--- config.mk ---
export PLATFORM = sky130hd
export DESIGN_NAME = dtc_timer
export DESIGN_NICKNAME = d
export VERILOG_FILES = /design/src/verilog/dtc_pkg.sv /design/src/verilog/dtc_pin_sync.sv /design/src/verilog/dtc_timer.sv
export SDC_FILE = /design/constraint.sdc
export NUM_CORES = 1
export LEC_CHECK = 0
export BUFFER_PORTS_ARGS = -buffer_cell sky130_fd_sc_hd__clkbuf_2
export CORE_UTILIZATION = 40
export CTS_CLUSTER_DIAMETER = 200
export DETAILED_ROUTE_END_ITERATION = 10
export GPL_TIMING_DRIVEN = 0
export PLACE_DENSITY_LB_ADDON = 0.1
export SLEW_MARGIN = 10
export SYNTH_ARGS = -nofsm -noshare
export SYNTH_HDL_FRONTEND = slang
export SYNTH_SLANG_ARGS = --single-unit
--- constraint.sdc ---
create_clock -name clock -period 2.07 [get_ports clock]
set_input_delay 0.1035 -clock clock [delete_from_list [all_inputs] [get_ports clock]]
set_output_delay 0.1035 -clock clock [all_outputs]
set_load 0.05 [all_outputs]
--- src/verilog/dtc_pkg.sv ---
/*
 * dtc_pkg: constants shared by the dual timer/counter block.
 * assumes an 8-bit special function register port with byte addresses.
 */
package dtc_pkg;
	// register byte addresses
	localparam logic [7:0] dtc_addr_ctl = 8'h88;
	localparam logic [7:0] dtc_addr_mode = 8'h89;
	localparam logic [7:0] dtc_addr_low_a = 8'h8a;
	localparam logic [7:0] dtc_addr_low_b = 8'h8b;
	localparam logic [7:0] dtc_addr_high_a = 8'h8c;
	localparam logic [7:0] dtc_addr_high_b = 8'h8d;
	// control register bit positions
	localparam int dtc_bit_type_a = 0;
	localparam int dtc_bit_eirq_a = 1;
	localparam int dtc_bit_type_b = 2;
	localparam int dtc_bit_eirq_b = 3;
	localparam int dtc_bit_run_a = 4;
	localparam int dtc_bit_ovf_a = 5;
	localparam int dtc_bit_run_b = 6;
	localparam int dtc_bit_ovf_b = 7;
	// mode nibble bit positions, within the nibble
	localparam int dtc_nib_mode_lo = 0;
	localparam int dtc_nib_mode_hi = 1;
	localparam int dtc_nib_src = 2;
	localparam int dtc_nib_gate = 3;
	// reset values
	localparam logic [7:0] dtc_rst_byte = 8'h00;
	// prescaler width in mode 0
	localparam int dtc_presc_bits = 5;
	// operating modes, in mode field encoding order
	typedef enum logic [1:0] {
		dtc_mode_13bit,
		dtc_mode_16bit,
		dtc_mode_reload,
		dtc_mode_split
	} dtc_mode_t;
endpackage

--- src/verilog/dtc_pin_sync.sv ---
/*
 * dtc_pin_sync: three-stage synchroniser with a falling-edge strobe.
 * assumes an asynchronous pin; the level counts once stages two and
 * three agree, so the first stage feeds only the second.
 */
`timescale 1ns/1ps
module dtc_pin_sync (
	input wire logic clock,
	input wire logic resetn,
	input wire logic pin,
	output logic level,
	output logic fall
);
	logic [2:0] sync_q; // shift chain, bit 0 is the first stage
	logic [2:0] sync_d;
	logic level_q; // agreed level
	logic level_d;

	// next values: shift, adopt level only when stages agree
	always_comb begin
		sync_d = {sync_q[1:0], pin};
		level_d = (sync_q[1] == sync_q[2]) ? sync_q[2] : level_q;
	end

	// registers only; idle level high, as for a pulled-up pin
	always_ff @(posedge clock or negedge resetn) begin
		if (!resetn) begin
			sync_q <= 3'h7;
			level_q <= 1'b1;
		end else begin
			sync_q <= sync_d;
			level_q <= level_d;
		end
	end

	assign level = level_q;
	// high sample then low sample is one count event
	assign fall = level_q & ~level_d;
endmodule // dtc_pin_sync

--- src/verilog/dtc_timer.sv ---
/*
 * dtc_timer: two 16-bit timer/counters, mode and control registers,
 * external interrupt flags, reachable over an 8-bit register port.
 * assumes the port is driven from the same clock; one peripheral
 * cycle per clock edge; the interrupt controller pulses an ack.
 */
// Functional notes
// - timer a uses low mode nibble, bits 0145
// - timer b uses high mode nibble, bits 2367
// - gate set needs pin high to count
// - run bit starts and stops timer
// - rollover sets overflow flag, requests interrupt
// - vectoring ack clears overflow flag
// - mode 0 is 13-bit, 5-bit prescaler
// - mode 1 cascades low into high byte
// - mode 2 reloads low from high byte
// - timer a mode 3 low byte normal
// - mode 3 high byte uses b run/flag
// - timer b mirrors timer a modes 0-2; here timer b halts while timer a is in mode 3
// - timer b mode 3 holds its count
// - two-bit mode field decode 00..11
// - pin sets irq flag, edge clears on ack
// - timer b overflow feeds serial baud clock
// - timer mode counts every peripheral cycle
// - counter mode counts sampled falling edges
`timescale 1ns/1ps
module dtc_timer (
	input wire logic clock,
	input wire logic resetn,
	input wire logic [7:0] reg_addr,
	input wire logic reg_wr,
	input wire logic [7:0] reg_wdata,
	output logic [7:0] reg_rdata,
	input wire logic count_pin_a,
	input wire logic count_pin_b,
	input wire logic ext_gate_pin_a,
	input wire logic ext_gate_pin_b,
	input wire logic ack_ovf_a,
	input wire logic ack_ovf_b,
	input wire logic ack_eirq_a,
	input wire logic ack_eirq_b,
	output logic irq_ovf_a,
	output logic irq_ovf_b,
	output logic irq_ext_a,
	output logic irq_ext_b,
	output logic baud_tick
);
	logic [7:0] ctl_q, ctl_d; // timer_control_flags
	logic [7:0] mode_q, mode_d; // timer_mode_select
	logic [7:0] count_low_a_q, count_low_a_d;
	logic [7:0] count_high_a_q, count_high_a_d;
	logic [7:0] count_low_b_q, count_low_b_d;
	logic [7:0] count_high_b_q, count_high_b_d;
	logic baud_q, baud_d; // registered overflow of timer b
	logic cnt_fall_a, cnt_fall_b; // count pins only need the edge
	logic gate_lvl_a, gate_lvl_b, gate_fall_a, gate_fall_b;
	logic [3:0] nib_a, nib_b;
	dtc_pkg::dtc_mode_t mode_a, mode_b;
	logic en_a, en_b, en_split_hi;
	logic ovf_a, ovf_b;
	logic [8:0] sum_la, sum_ha, sum_lb, sum_hb;
	logic [5:0] psc_a, psc_b;
	logic set_eirq_a, set_eirq_b;

	// synchronisers for all four outside pins
	dtc_pin_sync u_cnt_a (.clock(clock), .resetn(resetn),
		.pin(count_pin_a), .level(), .fall(cnt_fall_a));
	dtc_pin_sync u_cnt_b (.clock(clock), .resetn(resetn),
		.pin(count_pin_b), .level(), .fall(cnt_fall_b));
	dtc_pin_sync u_gate_a (.clock(clock), .resetn(resetn),
		.pin(ext_gate_pin_a), .level(gate_lvl_a), .fall(gate_fall_a));
	dtc_pin_sync u_gate_b (.clock(clock), .resetn(resetn),
		.pin(ext_gate_pin_b), .level(gate_lvl_b), .fall(gate_fall_b));

	// mode nibbles and decoded modes
	assign nib_a = mode_q[3:0];
	assign nib_b = mode_q[7:4];
	assign mode_a = dtc_pkg::dtc_mode_t'(nib_a[1:0]);
	assign mode_b = dtc_pkg::dtc_mode_t'(nib_b[1:0]);

	// count enables: run bit, gate and input select
	// the gate pin is active high here; it is an interrupt pin so
	// low means asserted for the flag, but counting needs it high
	always_comb begin
		en_a = ctl_q[dtc_pkg::dtc_bit_run_a]
			& (~nib_a[dtc_pkg::dtc_nib_gate] | gate_lvl_a)
			& (nib_a[dtc_pkg::dtc_nib_src] ? cnt_fall_a
			: 1'b1);
		en_b = ctl_q[dtc_pkg::dtc_bit_run_b]
			& (~nib_b[dtc_pkg::dtc_nib_gate] | gate_lvl_b)
			& (nib_b[dtc_pkg::dtc_nib_src] ? cnt_fall_b : 1'b1)
			& (mode_b != dtc_pkg::dtc_mode_split)
			& (mode_a != dtc_pkg::dtc_mode_split);
		// split high byte: peripheral clock, timer b run bit
		en_split_hi = ctl_q[dtc_pkg::dtc_bit_run_b]
			& (mode_a == dtc_pkg::dtc_mode_split);
	end

	// incremented values, widened for the carry
	assign sum_la = {1'b0, count_low_a_q} + 9'h001;
	assign sum_ha = {1'b0, count_high_a_q} + 9'h001;
	assign sum_lb = {1'b0, count_low_b_q} + 9'h001;
	assign sum_hb = {1'b0, count_high_b_q} + 9'h001;
	assign psc_a = {1'b0, count_low_a_q[4:0]} + 6'h01;
	assign psc_b = {1'b0, count_low_b_q[4:0]} + 6'h01;
	assign set_eirq_a = ctl_q[dtc_pkg::dtc_bit_type_a] ? gate_fall_a
		: ~gate_lvl_a;
	assign set_eirq_b = ctl_q[dtc_pkg::dtc_bit_type_b] ? gate_fall_b
		: ~gate_lvl_b;

	// counting, register writes and flag updates
	always_comb begin
		count_low_a_d = count_low_a_q;
		count_high_a_d = count_high_a_q;
		count_low_b_d = count_low_b_q;
		count_high_b_d = count_high_b_q;
		ovf_a = 1'b0;
		ovf_b = 1'b0;
		// timer a low byte and high byte
		if (en_a) begin
			case (mode_a)
			dtc_pkg::dtc_mode_13bit: begin
				// upper three low bits are left as they are
				count_low_a_d[4:0] = psc_a[4:0];
				if (psc_a[dtc_pkg::dtc_presc_bits]) begin
					count_high_a_d = sum_ha[7:0];
					ovf_a = sum_ha[8];
				end
			end
			dtc_pkg::dtc_mode_16bit: begin
				count_low_a_d = sum_la[7:0];
				if (sum_la[8]) begin
					count_high_a_d = sum_ha[7:0];
					ovf_a = sum_ha[8];
				end
			end
			dtc_pkg::dtc_mode_reload: begin
				// reload takes whatever high byte holds now
				count_low_a_d = sum_la[8] ? count_high_a_q
					: sum_la[7:0];
				ovf_a = sum_la[8];
			end
			dtc_pkg::dtc_mode_split: begin
				count_low_a_d = sum_la[7:0];
				ovf_a = sum_la[8];
			end
			default: begin
				count_low_a_d = count_low_a_q;
			end
			endcase
		end
		if (en_split_hi) begin
			count_high_a_d = sum_ha[7:0];
			ovf_b = sum_ha[8];
		end
		// timer b, same arithmetic as timer a in modes 0-2
		if (en_b) begin
			case (mode_b)
			dtc_pkg::dtc_mode_13bit: begin
				count_low_b_d[4:0] = psc_b[4:0];
				if (psc_b[dtc_pkg::dtc_presc_bits]) begin
					count_high_b_d = sum_hb[7:0];
					ovf_b = sum_hb[8];
				end
			end
			dtc_pkg::dtc_mode_16bit: begin
				count_low_b_d = sum_lb[7:0];
				if (sum_lb[8]) begin
					count_high_b_d = sum_hb[7:0];
					ovf_b = sum_hb[8];
				end
			end
			dtc_pkg::dtc_mode_reload: begin
				count_low_b_d = sum_lb[8] ? count_high_b_q
					: sum_lb[7:0];
				ovf_b = sum_lb[8];
			end
			default: begin
				count_low_b_d = count_low_b_q;
			end
			endcase
		end
		// software writes override counting in the same cycle
		if (reg_wr) begin
			case (reg_addr)
			dtc_pkg::dtc_addr_low_a: count_low_a_d = reg_wdata;
			dtc_pkg::dtc_addr_high_a: count_high_a_d = reg_wdata;
			dtc_pkg::dtc_addr_low_b: count_low_b_d = reg_wdata;
			dtc_pkg::dtc_addr_high_b: count_high_b_d = reg_wdata;
			default: begin
			end
			endcase
		end
	end

	// control, mode and baud registers; hardware set beats clears
	always_comb begin
		ctl_d = ctl_q;
		mode_d = mode_q;
		if (reg_wr && reg_addr == dtc_pkg::dtc_addr_ctl) begin
			ctl_d = reg_wdata;
		end
		if (reg_wr && reg_addr == dtc_pkg::dtc_addr_mode) begin
			mode_d = reg_wdata;
		end
		if (ack_ovf_a) begin
			ctl_d[dtc_pkg::dtc_bit_ovf_a] = 1'b0;
		end
		if (ack_ovf_b) begin
			ctl_d[dtc_pkg::dtc_bit_ovf_b] = 1'b0;
		end
		// edge-type flags clear on ack; level flags follow the pin
		if (ack_eirq_a && ctl_q[dtc_pkg::dtc_bit_type_a]) begin
			ctl_d[dtc_pkg::dtc_bit_eirq_a] = 1'b0;
		end
		if (ack_eirq_b && ctl_q[dtc_pkg::dtc_bit_type_b]) begin
			ctl_d[dtc_pkg::dtc_bit_eirq_b] = 1'b0;
		end
		if (!ctl_q[dtc_pkg::dtc_bit_type_a]) begin
			ctl_d[dtc_pkg::dtc_bit_eirq_a] = ~gate_lvl_a;
		end
		if (!ctl_q[dtc_pkg::dtc_bit_type_b]) begin
			ctl_d[dtc_pkg::dtc_bit_eirq_b] = ~gate_lvl_b;
		end
		if (set_eirq_a) begin
			ctl_d[dtc_pkg::dtc_bit_eirq_a] = 1'b1;
		end
		if (set_eirq_b) begin
			ctl_d[dtc_pkg::dtc_bit_eirq_b] = 1'b1;
		end
		if (ovf_a) begin
			ctl_d[dtc_pkg::dtc_bit_ovf_a] = 1'b1;
		end
		if (ovf_b) begin
			ctl_d[dtc_pkg::dtc_bit_ovf_b] = 1'b1;
		end
		// baud source is timer b's own overflow only
		baud_d = en_b & ovf_b;
	end

	// registers
	always_ff @(posedge clock or negedge resetn) begin
		if (!resetn) begin
			ctl_q <= dtc_pkg::dtc_rst_byte;
			mode_q <= dtc_pkg::dtc_rst_byte;
			count_low_a_q <= dtc_pkg::dtc_rst_byte;
			count_high_a_q <= dtc_pkg::dtc_rst_byte;
			count_low_b_q <= dtc_pkg::dtc_rst_byte;
			count_high_b_q <= dtc_pkg::dtc_rst_byte;
			baud_q <= 1'b0;
		end else begin
			ctl_q <= ctl_d;
			mode_q <= mode_d;
			count_low_a_q <= count_low_a_d;
			count_high_a_q <= count_high_a_d;
			count_low_b_q <= count_low_b_d;
			count_high_b_q <= count_high_b_d;
			baud_q <= baud_d;
		end
	end

	// read mux, combinational; unmapped reads return zero
	always_comb begin
		case (reg_addr)
		dtc_pkg::dtc_addr_ctl: reg_rdata = ctl_q;
		dtc_pkg::dtc_addr_mode: reg_rdata = mode_q;
		dtc_pkg::dtc_addr_low_a: reg_rdata = count_low_a_q;
		dtc_pkg::dtc_addr_high_a: reg_rdata = count_high_a_q;
		dtc_pkg::dtc_addr_low_b: reg_rdata = count_low_b_q;
		dtc_pkg::dtc_addr_high_b: reg_rdata = count_high_b_q;
		default: reg_rdata = 8'h00;
		endcase
	end

	assign irq_ovf_a = ctl_q[dtc_pkg::dtc_bit_ovf_a];
	assign irq_ovf_b = ctl_q[dtc_pkg::dtc_bit_ovf_b];
	assign irq_ext_a = ctl_q[dtc_pkg::dtc_bit_eirq_a];
	assign irq_ext_b = ctl_q[dtc_pkg::dtc_bit_eirq_b];
	assign baud_tick = baud_q;

	// overflow flag follows a rollover on the next edge
	ovf_flag_a: assert property (@(posedge clock) disable iff (!resetn)
		ovf_a |=> ctl_q[dtc_pkg::dtc_bit_ovf_a])
		else $error("overflow a did not set its flag");
	// ack without overflow clears the flag
	ack_clear_a: assert property (@(posedge clock) disable iff (!resetn)
		ack_ovf_a && !ovf_a |=> !ctl_q[dtc_pkg::dtc_bit_ovf_a])
		else $error("ack did not clear overflow a");
	// timer b in mode 3 holds its low byte unless written
	hold_b_a: assert property (@(posedge clock) disable iff (!resetn)
		mode_b == dtc_pkg::dtc_mode_split && !reg_wr
		|=> $stable(count_low_b_q))
		else $error("halted timer b changed");
	// reload loads the high byte
	reload_a_a: assert property (@(posedge clock) disable iff (!resetn)
		en_a && mode_a == dtc_pkg::dtc_mode_reload
		&& count_low_a_q == 8'hff && !reg_wr
		|=> count_low_a_q == $past(count_high_a_q))
		else $error("reload value wrong");
	// run bit clear stops timer a low byte
	stop_a_a: assert property (@(posedge clock) disable iff (!resetn)
		!ctl_q[dtc_pkg::dtc_bit_run_a] && !reg_wr
		|=> $stable(count_low_a_q))
		else $error("stopped timer a moved");
	// gate low blocks counting
	gate_block_a: assert property (@(posedge clock) disable iff (!resetn)
		nib_a[dtc_pkg::dtc_nib_gate] && !gate_lvl_a |-> !en_a)
		else $error("gate did not block timer a");
	// 16-bit mode in timer mode steps once per cycle
	step_16_a: assert property (@(posedge clock) disable iff (!resetn)
		en_a && mode_a == dtc_pkg::dtc_mode_16bit && !reg_wr
		|=> count_low_a_q == 8'($past(count_low_a_q) + 8'h01))
		else $error("timer a 16-bit step wrong");
	// split high byte sets timer b flag
	split_ovf_a: assert property (@(posedge clock) disable iff (!resetn)
		en_split_hi && count_high_a_q == 8'hff
		|=> ctl_q[dtc_pkg::dtc_bit_ovf_b])
		else $error("split high byte flag missing");
	cov_reload: cover property (@(posedge clock) ovf_a
		&& mode_a == dtc_pkg::dtc_mode_reload);
	cov_split: cover property (@(posedge clock) en_split_hi && ovf_b);
	cov_baud: cover property (@(posedge clock) baud_q);
endmodule // dtc_timer

==> results by group, run 1 <==
Drt
  – Drt drc: 0
  – DRT antenna net count: 0
  – Routed WL: 12.2 mm
  – Pre-antenna DRT Iters: 5
  – Initial DRC count: 250
  – Avg WL per Cell: 19.1 µm
  – Via count: 3704
  – Vias per inst: 5.80

Synth
  – Synth Flop Type: dfrtp_1
  – Synthesized cell area: 0.00405 mm²
  – Seq/Total Area, Yosys: 0.407
  – Ys async rst share: 1.00
  – Flops & latches, synth: 65
  – Net Count, Synth: 466
  – Yosys synthesis warning count: 0
  – Yosys cell types: between 60 and 70
  – Post-Synthesis Cells: 431
  – Mapped Avg Cell Area: 9.39 µm²
  – EDFF count, synth: 0

Final layout
  – Final net count: 536
  – # diodes: 0
  – Filler cell count: 947
  – Post-layout util: 0.507
  – Final Non-Filler Cells: approximately 640
  – Fin area: 0.00496 mm²
  – Layout cell share with drive strength beyond 1: 0.304
  – Area Overhead vs Synth: 22.5%

Floorplanning
  – Die width: ~100 µm
  – # rows: 36
  – Chip Height: between 100 and 150 µm
  – Core region area: 0.00977 mm²
  – Initial core utilization: 0.414
  – Die ar.: 0.0105 mm²
  – I/O Pins: 40

Setup path
  – Worst path slowest cell: mux4_2
  – Critical Path End Type: output pin
  – Worst path bufs/invs: 2
  – Top delay family on crit path: multiplexers
  – WS Path Type: flip-flop to output pin
  – Max stage delay on crit path: 0.47 ns
  – Crit-path cells: buf_4 > mux4_2 > a22oi_2 > nand2_1 > buf_4
  – WP data arrival: 1.89 ns
  – CP startpoint kind: flip-flop
  – Crit path required time: just under 2 ns
  – Most common cell on crit path: buf_4
  – Worst-path fanout max: 6

Power
  – PwrDens: 768 mW/mm²
  – Leak: 2.00 nW
  – IR drop worst, VDD: between 0.0004 and 0.0005 V
  – Total power: between 0.003 and 0.004 W

Timing
  – Worst Skew: 0.0107 ns
  – Fin Setup TNS: 0 ns
  – Final Cycle Share: 0.965
  – Final setup viols: 0
  – RSZ-0062 raised after global routing: yes
  – Post-layout min period: 2.00 ns
  – Fin. max-slew vios: 0
  – Final Hold Viols: 0
  – Relative slew slack: 0.617
  – Worst Tran Pin Value: 0.573 ns
  – FMAX: 500 MHz

Global routing
  – Initial antenna violation count: 0
  – Grt ovf: 0
  – First-pass GRT wire length: 18.9 mm
  – Largest net degree at the start of global routing: 42
  – Vias in the first global route: 3422
  – GRT Util Overall: 0.247

Clocking
  – CTS tree: built
  – Clock-pin transition on the worst setup and hold timing paths: about 0.08 ns
  – Root buffer cell: clkbuf_8
  – Clock Path Buffers: 2
  – CTS Buf Count: 9
  – CTS HTree Levels: 3
  – Clock sinks: 65
  – Skew-Pair Late Insertion Delay: 0.35 ns

Placement
  – Post-DP HPWL: 8.95 mm
  – Placed cell areas: 0.00443 mm²
  – Routability-driven placement congestion ratio: between 0.8 and 0.9
  – Placed cell count: between 600 and 700
  – Number of port buffers: 38

Hold path
  – Hold Crit Class: input pin to flip-flop

Outcome
  – Outcome: completed

Run
  – Number of max-cap violations: 0
-- final timing paths --
kind,startpoint,to,slack [ns],cells after the start
worst max-delay path,count_low_b_q[0],reg_rdata[0],0.07,5
worst min-delay path,ack_eirq_b,ctl_q[3],0.03,3
worst max register to register,count_low_a_q[1],count_high_a_q[3],0.08,8
worst min register to register,u_cnt_a.sync_q[0],u_cnt_a.sync_q[1],0.36,0
max in group asynchronous,resetn,u_cnt_b.sync_q[0],1.23,3
min in group asynchronous,resetn,mode_q[7],0.23,2
-- synth_stat cells, types with 3 or more instances --
| master | number | area share |
|---|---|---|
| or2_2 | 4 | 0.0062 |
| xnor2_1 | 8 | 0.017 |
| a21oi_1 | 28 | 0.035 |
| buf_6 | 3 | 0.0083 |
| a211oi_1 | 5 | 0.0093 |
| o21a_1 | 3 | 0.0056 |
| o211ai_1 | 8 | 0.015 |
| buf_2 | 7 | 0.0087 |
| o22ai_1 | 5 | 0.0077 |
| mux4_2 | 7 | 0.039 |
| maj3_1 | 3 | 0.0074 |
| nand2b_1 | 3 | 0.0046 |
| dfstp_2 | 16 | 0.10 |
| ha_1 | 8 | 0.025 |
| mux2_2 | 12 | 0.033 |
| nor2_1 | 35 | 0.032 |
| dfrtp_1 | 49 | 0.30 |
| nor3_1 | 5 | 0.0062 |
| or3_1 | 4 | 0.0062 |
| inv_1 | 17 | 0.016 |
| nand3_1 | 23 | 0.028 |
| o21ai_0 | 29 | 0.036 |
| and3_1 | 5 | 0.0077 |
| nand2_1 | 51 | 0.047 |
| mux2i_1 | 7 | 0.017 |
| clkbuf_1 | 11 | 0.010 |
| a31oi_1 | 6 | 0.0093 |
| and2_1 | 5 | 0.0077 |
| a22oi_1 | 11 | 0.020 |
| nand4_1 | 3 | 0.0046 |
-- cell usage in the layout, fill, tap and decap left out, types with 8 or more instances in the layout --
master | netlist | layout
o211ai_1 | 8 | 8
a21oi_1 | 28 | 27
clkbuf_2 | 0 | 35
inv_1 | 17 | 16
nor2_1 | 35 | 35
mux2_2 | 12 | 12
a22oi_1 | 11 | 9
nand3_1 | 23 | 23
dfstp_2 | 16 | 16
xnor2_1 | 8 | 8
nand2_1 | 51 | 51
clkbuf_8 | 0 | 10
dfrtp_1 | 49 | 44
clkbuf_1 | 11 | 8
buf_4 | 0 | 18
o21ai_0 | 29 | 28
-- metal layers --
| metal | global-route usage | vias to the layer above | wire length (µm) |
|---|---|---|---|
| li1 | - | 1734 | - |
| met1 | 0.351 | 1784 | 5720 |
| met2 | 0.384 | 166 | 5530 |
| met3 | 0.0393 | 20 | 715 |
| met4 | 0.0813 | 0 | 251 |
| met5 | 0 | - | 0 |
-- report_power, final --
part           internal (W)  switching (W)
Combinational      0.000509       0.000581
Clock              0.000479       0.000562
Sequential          0.00145       0.000228
-- sequential cells by signal, indices dropped and copies added, names as in the netlist --
register / flops
baud_tick: 1
count_high_a_q: 8
count_high_b_q: 8
count_low_a_q: 8
count_low_b_q: 8
ctl_q: 8
mode_q: 8
u_cnt_a.level: 1
u_cnt_a.sync_q: 3
u_cnt_b.level: 1
u_cnt_b.sync_q: 3
u_gate_a.level: 1
u_gate_a.sync_q: 3
u_gate_b.level: 1
u_gate_b.sync_q: 3
-- worst min-delay path, stage by stage --
cell      delay (ns)
clkbuf_2        0.07
o211a_1         0.14
a21oi_1         0.04
-- final cells by class --
type	instances	area [µm²]	share of cell area
clock buffer	10	138	0.0277
multi-input combinational	327	2370	0.478
inverter	17	63.8	0.0129
tap	133	166	0.0336
buffer	20	118	0.0237
clock inverter	6	50.0	0.0101
sequential	65	1650	0.333
timing repair buffer	61	400	0.0807
-- cell families (layout without fill, tap and decap cells) --
logic type,count (synthesis),count (layout),share of synthesized area
buffers and inverters,39,114,0.0439
adders and majority gates,11,11,0.0321
and+or+nand+nor,155,155,0.199
DFF,65,65,0.407
muxes,27,27,0.0961
AOI/OAI and AO/OA,124,124,0.201
xor gates and xnor gates,10,10,0.0216
-- metrics by stage --
stage / setup WS, ns / hold WS [ns]
floorplan: 0.0790 / -0.192
global placement: -0.599 / 0.191
detailed placement: -0.492 / 0.0733
CTS: -0.0189 / 0.0216
global route: -0.0586 / 0.0500
finish: 0.0716 / 0.0349
-- repair_timing --
item | CTS | global route
hold buffers | 7 | 0
setup endpoints to repair | 23 | 25
buffers inserted | 5 | 10
gates resized for setup | 19 | 29
hold endpoints to repair | 30 | 0
pin swaps | 3 | 9
Note: power is estimated with default switching activity, not from simulation.
==> run 2, diff against run 1 <==
--- a/config.mk
+++ b/config.mk
@@ -5,7 +5,7 @@
 export SDC_FILE = /design/constraint.sdc
 export NUM_CORES = 1
 export LEC_CHECK = 0
-export BUFFER_PORTS_ARGS = -buffer_cell sky130_fd_sc_hd__clkbuf_2
+export BUFFER_PORTS_ARGS = -buffer_cell sky130_fd_sc_hd__buf_2
 export CORE_UTILIZATION = 40
 export CTS_CLUSTER_DIAMETER = 200
 export DETAILED_ROUTE_END_ITERATION = 10
==> constraint.sdc (replaced) <==
create_clock -name clock -period 2.3 [get_ports clock]
set_input_delay 0.115 -clock clock [delete_from_list [all_inputs] [get_ports clock]]
set_output_delay 0.115 -clock clock [all_outputs]
set_load 0.05 [all_outputs]
==> results by group, run 2 (synthesis results as in run 1) <==
Final layout
  – Filler cell count: 967 (+2.1%)
  – Layout cell share with drive strength beyond 1: 0.254 (-0.0508)
  – # diodes: 0 (unchanged)
  – Final net count: 523 (-2.4%)
  – Final Non-Filler Cells: 626 (-2.0%)
  – Area Overhead vs Synth: 18.4%
  – Most frequent cells in the layout: nand2_1, dfrtp_1, buf_2
  – Most common cell after layout, fill and taps aside: nand2_1

Global routing
  – First-pass GRT wire length: 18.7 mm (-1.2%)
  – Initial antenna violation count: 0 (unchanged)
  – Largest net degree at the start of global routing: 46 (+9.5%)
  – Grt ovf: 0 (unchanged)
  – Vias in the first global route: 3325 (-2.8%)
  – GRT Util Overall: 0.241 (-0.00584)

Timing
  – Worst Skew: 0.0104 ns (-0.000253 ns)
  – Fin. max-slew vios: 0 (unchanged)
  – Setup ws final: 0.0517 ns (-0.0200 ns)
  – Worst Tran Pin Value: 0.693 ns (+0.120 ns)
  – Final setup viols: 0 (unchanged)
  – FMAX: about 440 MHz
  – Relative slew slack: 0.538 (-0.0785)
  – Post-layout min period: 2.25 ns
  – RSZ-0062 raised after global routing: yes
  – Final Hold Viols: 0 (unchanged)
  – Final Cycle Share: 0.978

Floorplanning
  – Die ar.: 0.0105 mm² (unchanged)
  – # rows: 36 (unchanged)
  – Chip Height: 103 µm (unchanged)
  – I/O Pins: 40 (unchanged)
  – Initial core utilization: 0.414 (unchanged)
  – Core region area: 0.00977 mm² (unchanged)
  – Die width: 103 µm (unchanged)

Power
  – Total power: 0.00351 W (-7.9%)
  – Leak: 1.95 nW (-2.2%)
  – IR drop worst, VDD: 0.000633 V (+30%)
  – PwrDens: 731 mW/mm² (-4.7%)

Drt
  – Avg WL per Cell: 19.0 µm (-0.72%)
  – Pre-antenna DRT Iters: 5 (unchanged)
  – Via count: 3636 (-1.8%)
  – Routed WL: 11.9 mm (-2.7%)
  – Vias per inst: 5.81 (+0.20%)
  – Drt drc: 0 (unchanged)
  – Initial DRC count: 266 (+6.4%)
  – DRT antenna net count: 0 (unchanged)

Setup path
  – Worst path slowest cell: dfrtp_1
  – CP startpoint kind: flip-flop
  – Crit-path cells: ha_1 > nor2b_1 > o2111ai_2 > a21oi_2 > nand2_1 > or3_1 > nand3_1
  – WP data arrival: 2.53 ns (+0.64 ns)
  – Crit path required time: 2.59 ns (+0.62 ns)
  – Max stage delay on crit path: 0.46 ns (about the same)
  – Worst-path fanout max: 8 (+2)
  – WS Path Type: flip-flop to flip-flop
  – Reg2reg setup slack: 0.05 ns (-0.03 ns)
  – Critical Path End Type: flip-flop

Placement
  – Placed cell count: 603 (unchanged)
  – Routability-driven placement congestion ratio: 0.895 (+0.77%)
  – Post-DP HPWL: 8.88 mm (-0.79%)
  – Pre-CTS setup slack: -0.298 ns (+0.194 ns)
  – Number of port buffers: 38 (unchanged)

Clocking
  – CTS HTree Levels: 3 (unchanged)
  – Root buffer cell: clkbuf_8
  – Clock-pin transition on the worst setup and hold timing paths: 0.08 ns (about the same)
  – Skew-Pair Late Insertion Delay: 0.35 ns (about the same)
  – CTS tree: built
  – Clock sinks: 65 (unchanged)
  – Clock Path Buffers: 2 (unchanged)
  – CTS Buf Count: 9 (unchanged)

Hold path
  – Hold Crit Class: input pin to flip-flop

Run
  – Number of max-cap violations: 0 (unchanged)

Outcome
  – Outcome: completed
## run 2: cell types whose count changed in the layout (fill, tap and decap cells not counted), sizes merged
cell,delta
bufinv,+2
clkinvlp,-1
clkbuf,-34
buf,+22
clkinv,-2
## run 2: final cells by class
class / instances / area (µm²) / share of cell area
sequential: 65 / 1650 / 0.344
inverter: 17 / 63.8 / 0.0133
clock buffer: 11 / 151 / 0.0316
multi-input combinational: 327 / 2270 / 0.473
tap: 133 / 166 / 0.0347
clock inverter: 5 / 85.1 / 0.0177
buffer: 20 / 106 / 0.0222
timing repair buffer: 48 / 305 / 0.0637
## run 2: worst max-delay path, delay by kind of cell (launching register included)
kind                       cells  cell delay [ns]
AOI/OAI and AO/OA              2             0.65
and+or+nand+nor                4             0.86
DFF                            1             0.46
adders and majority gates      1             0.23
## run 2: path summary, 6_finish.rpt
path	depth (start not counted)	startpoint	endpoint
worst max register to register	7	mode_q[4]	count_high_b_q[5]
max in group asynchronous	3	resetn	u_cnt_b.sync_q[2]
worst min-delay path	3	ack_eirq_b	ctl_q[3]
worst max-delay path	7	mode_q[4]	count_high_b_q[5]
min in group asynchronous	2	resetn	count_low_a_q[6]
worst min register to register	0	u_cnt_a.sync_q[0]	u_cnt_a.sync_q[1]
## run 2: power by group
group	switching (W)	internal, W
sequential	0.000228	0.00130
clock	0.000481	0.000677
combinational	0.000448	0.000372
## run 2: what timing repair did
item,CTS,global route
hold buffers,7,0
endpoints found under the hold margin,55,0
cloned,0,0
buffers inserted,0,2
pin swaps,0,1
endpoints found under the setup margin,8,17
resized for setup,3,7
## run 2: metal layers
metal	part of all wire	up-vias	track usage	wire [µm]
met5	0	-	0	0
met4	0.017	0	0.0769	201
met3	0.050	17	0.0298	593
met2	0.45	131	0.367	5310
met1	0.49	1776	0.355	5780
li1	-	1712	-	-
## run 2: per-stage QoR
stage	TNS, ns	utilization	hold slack, ns	area, µm²
final	0	0.491	0.0563	4790
after detailed placement	-1.33	0.454	0.0298	4440
after CTS	0	0.487	0.0444	4760
after global placement	-1.68	0.451	0.220	4410
after floorplan	0	-	-0.181	4050
after global routing	-0.00428	0.491	0.0660	4790
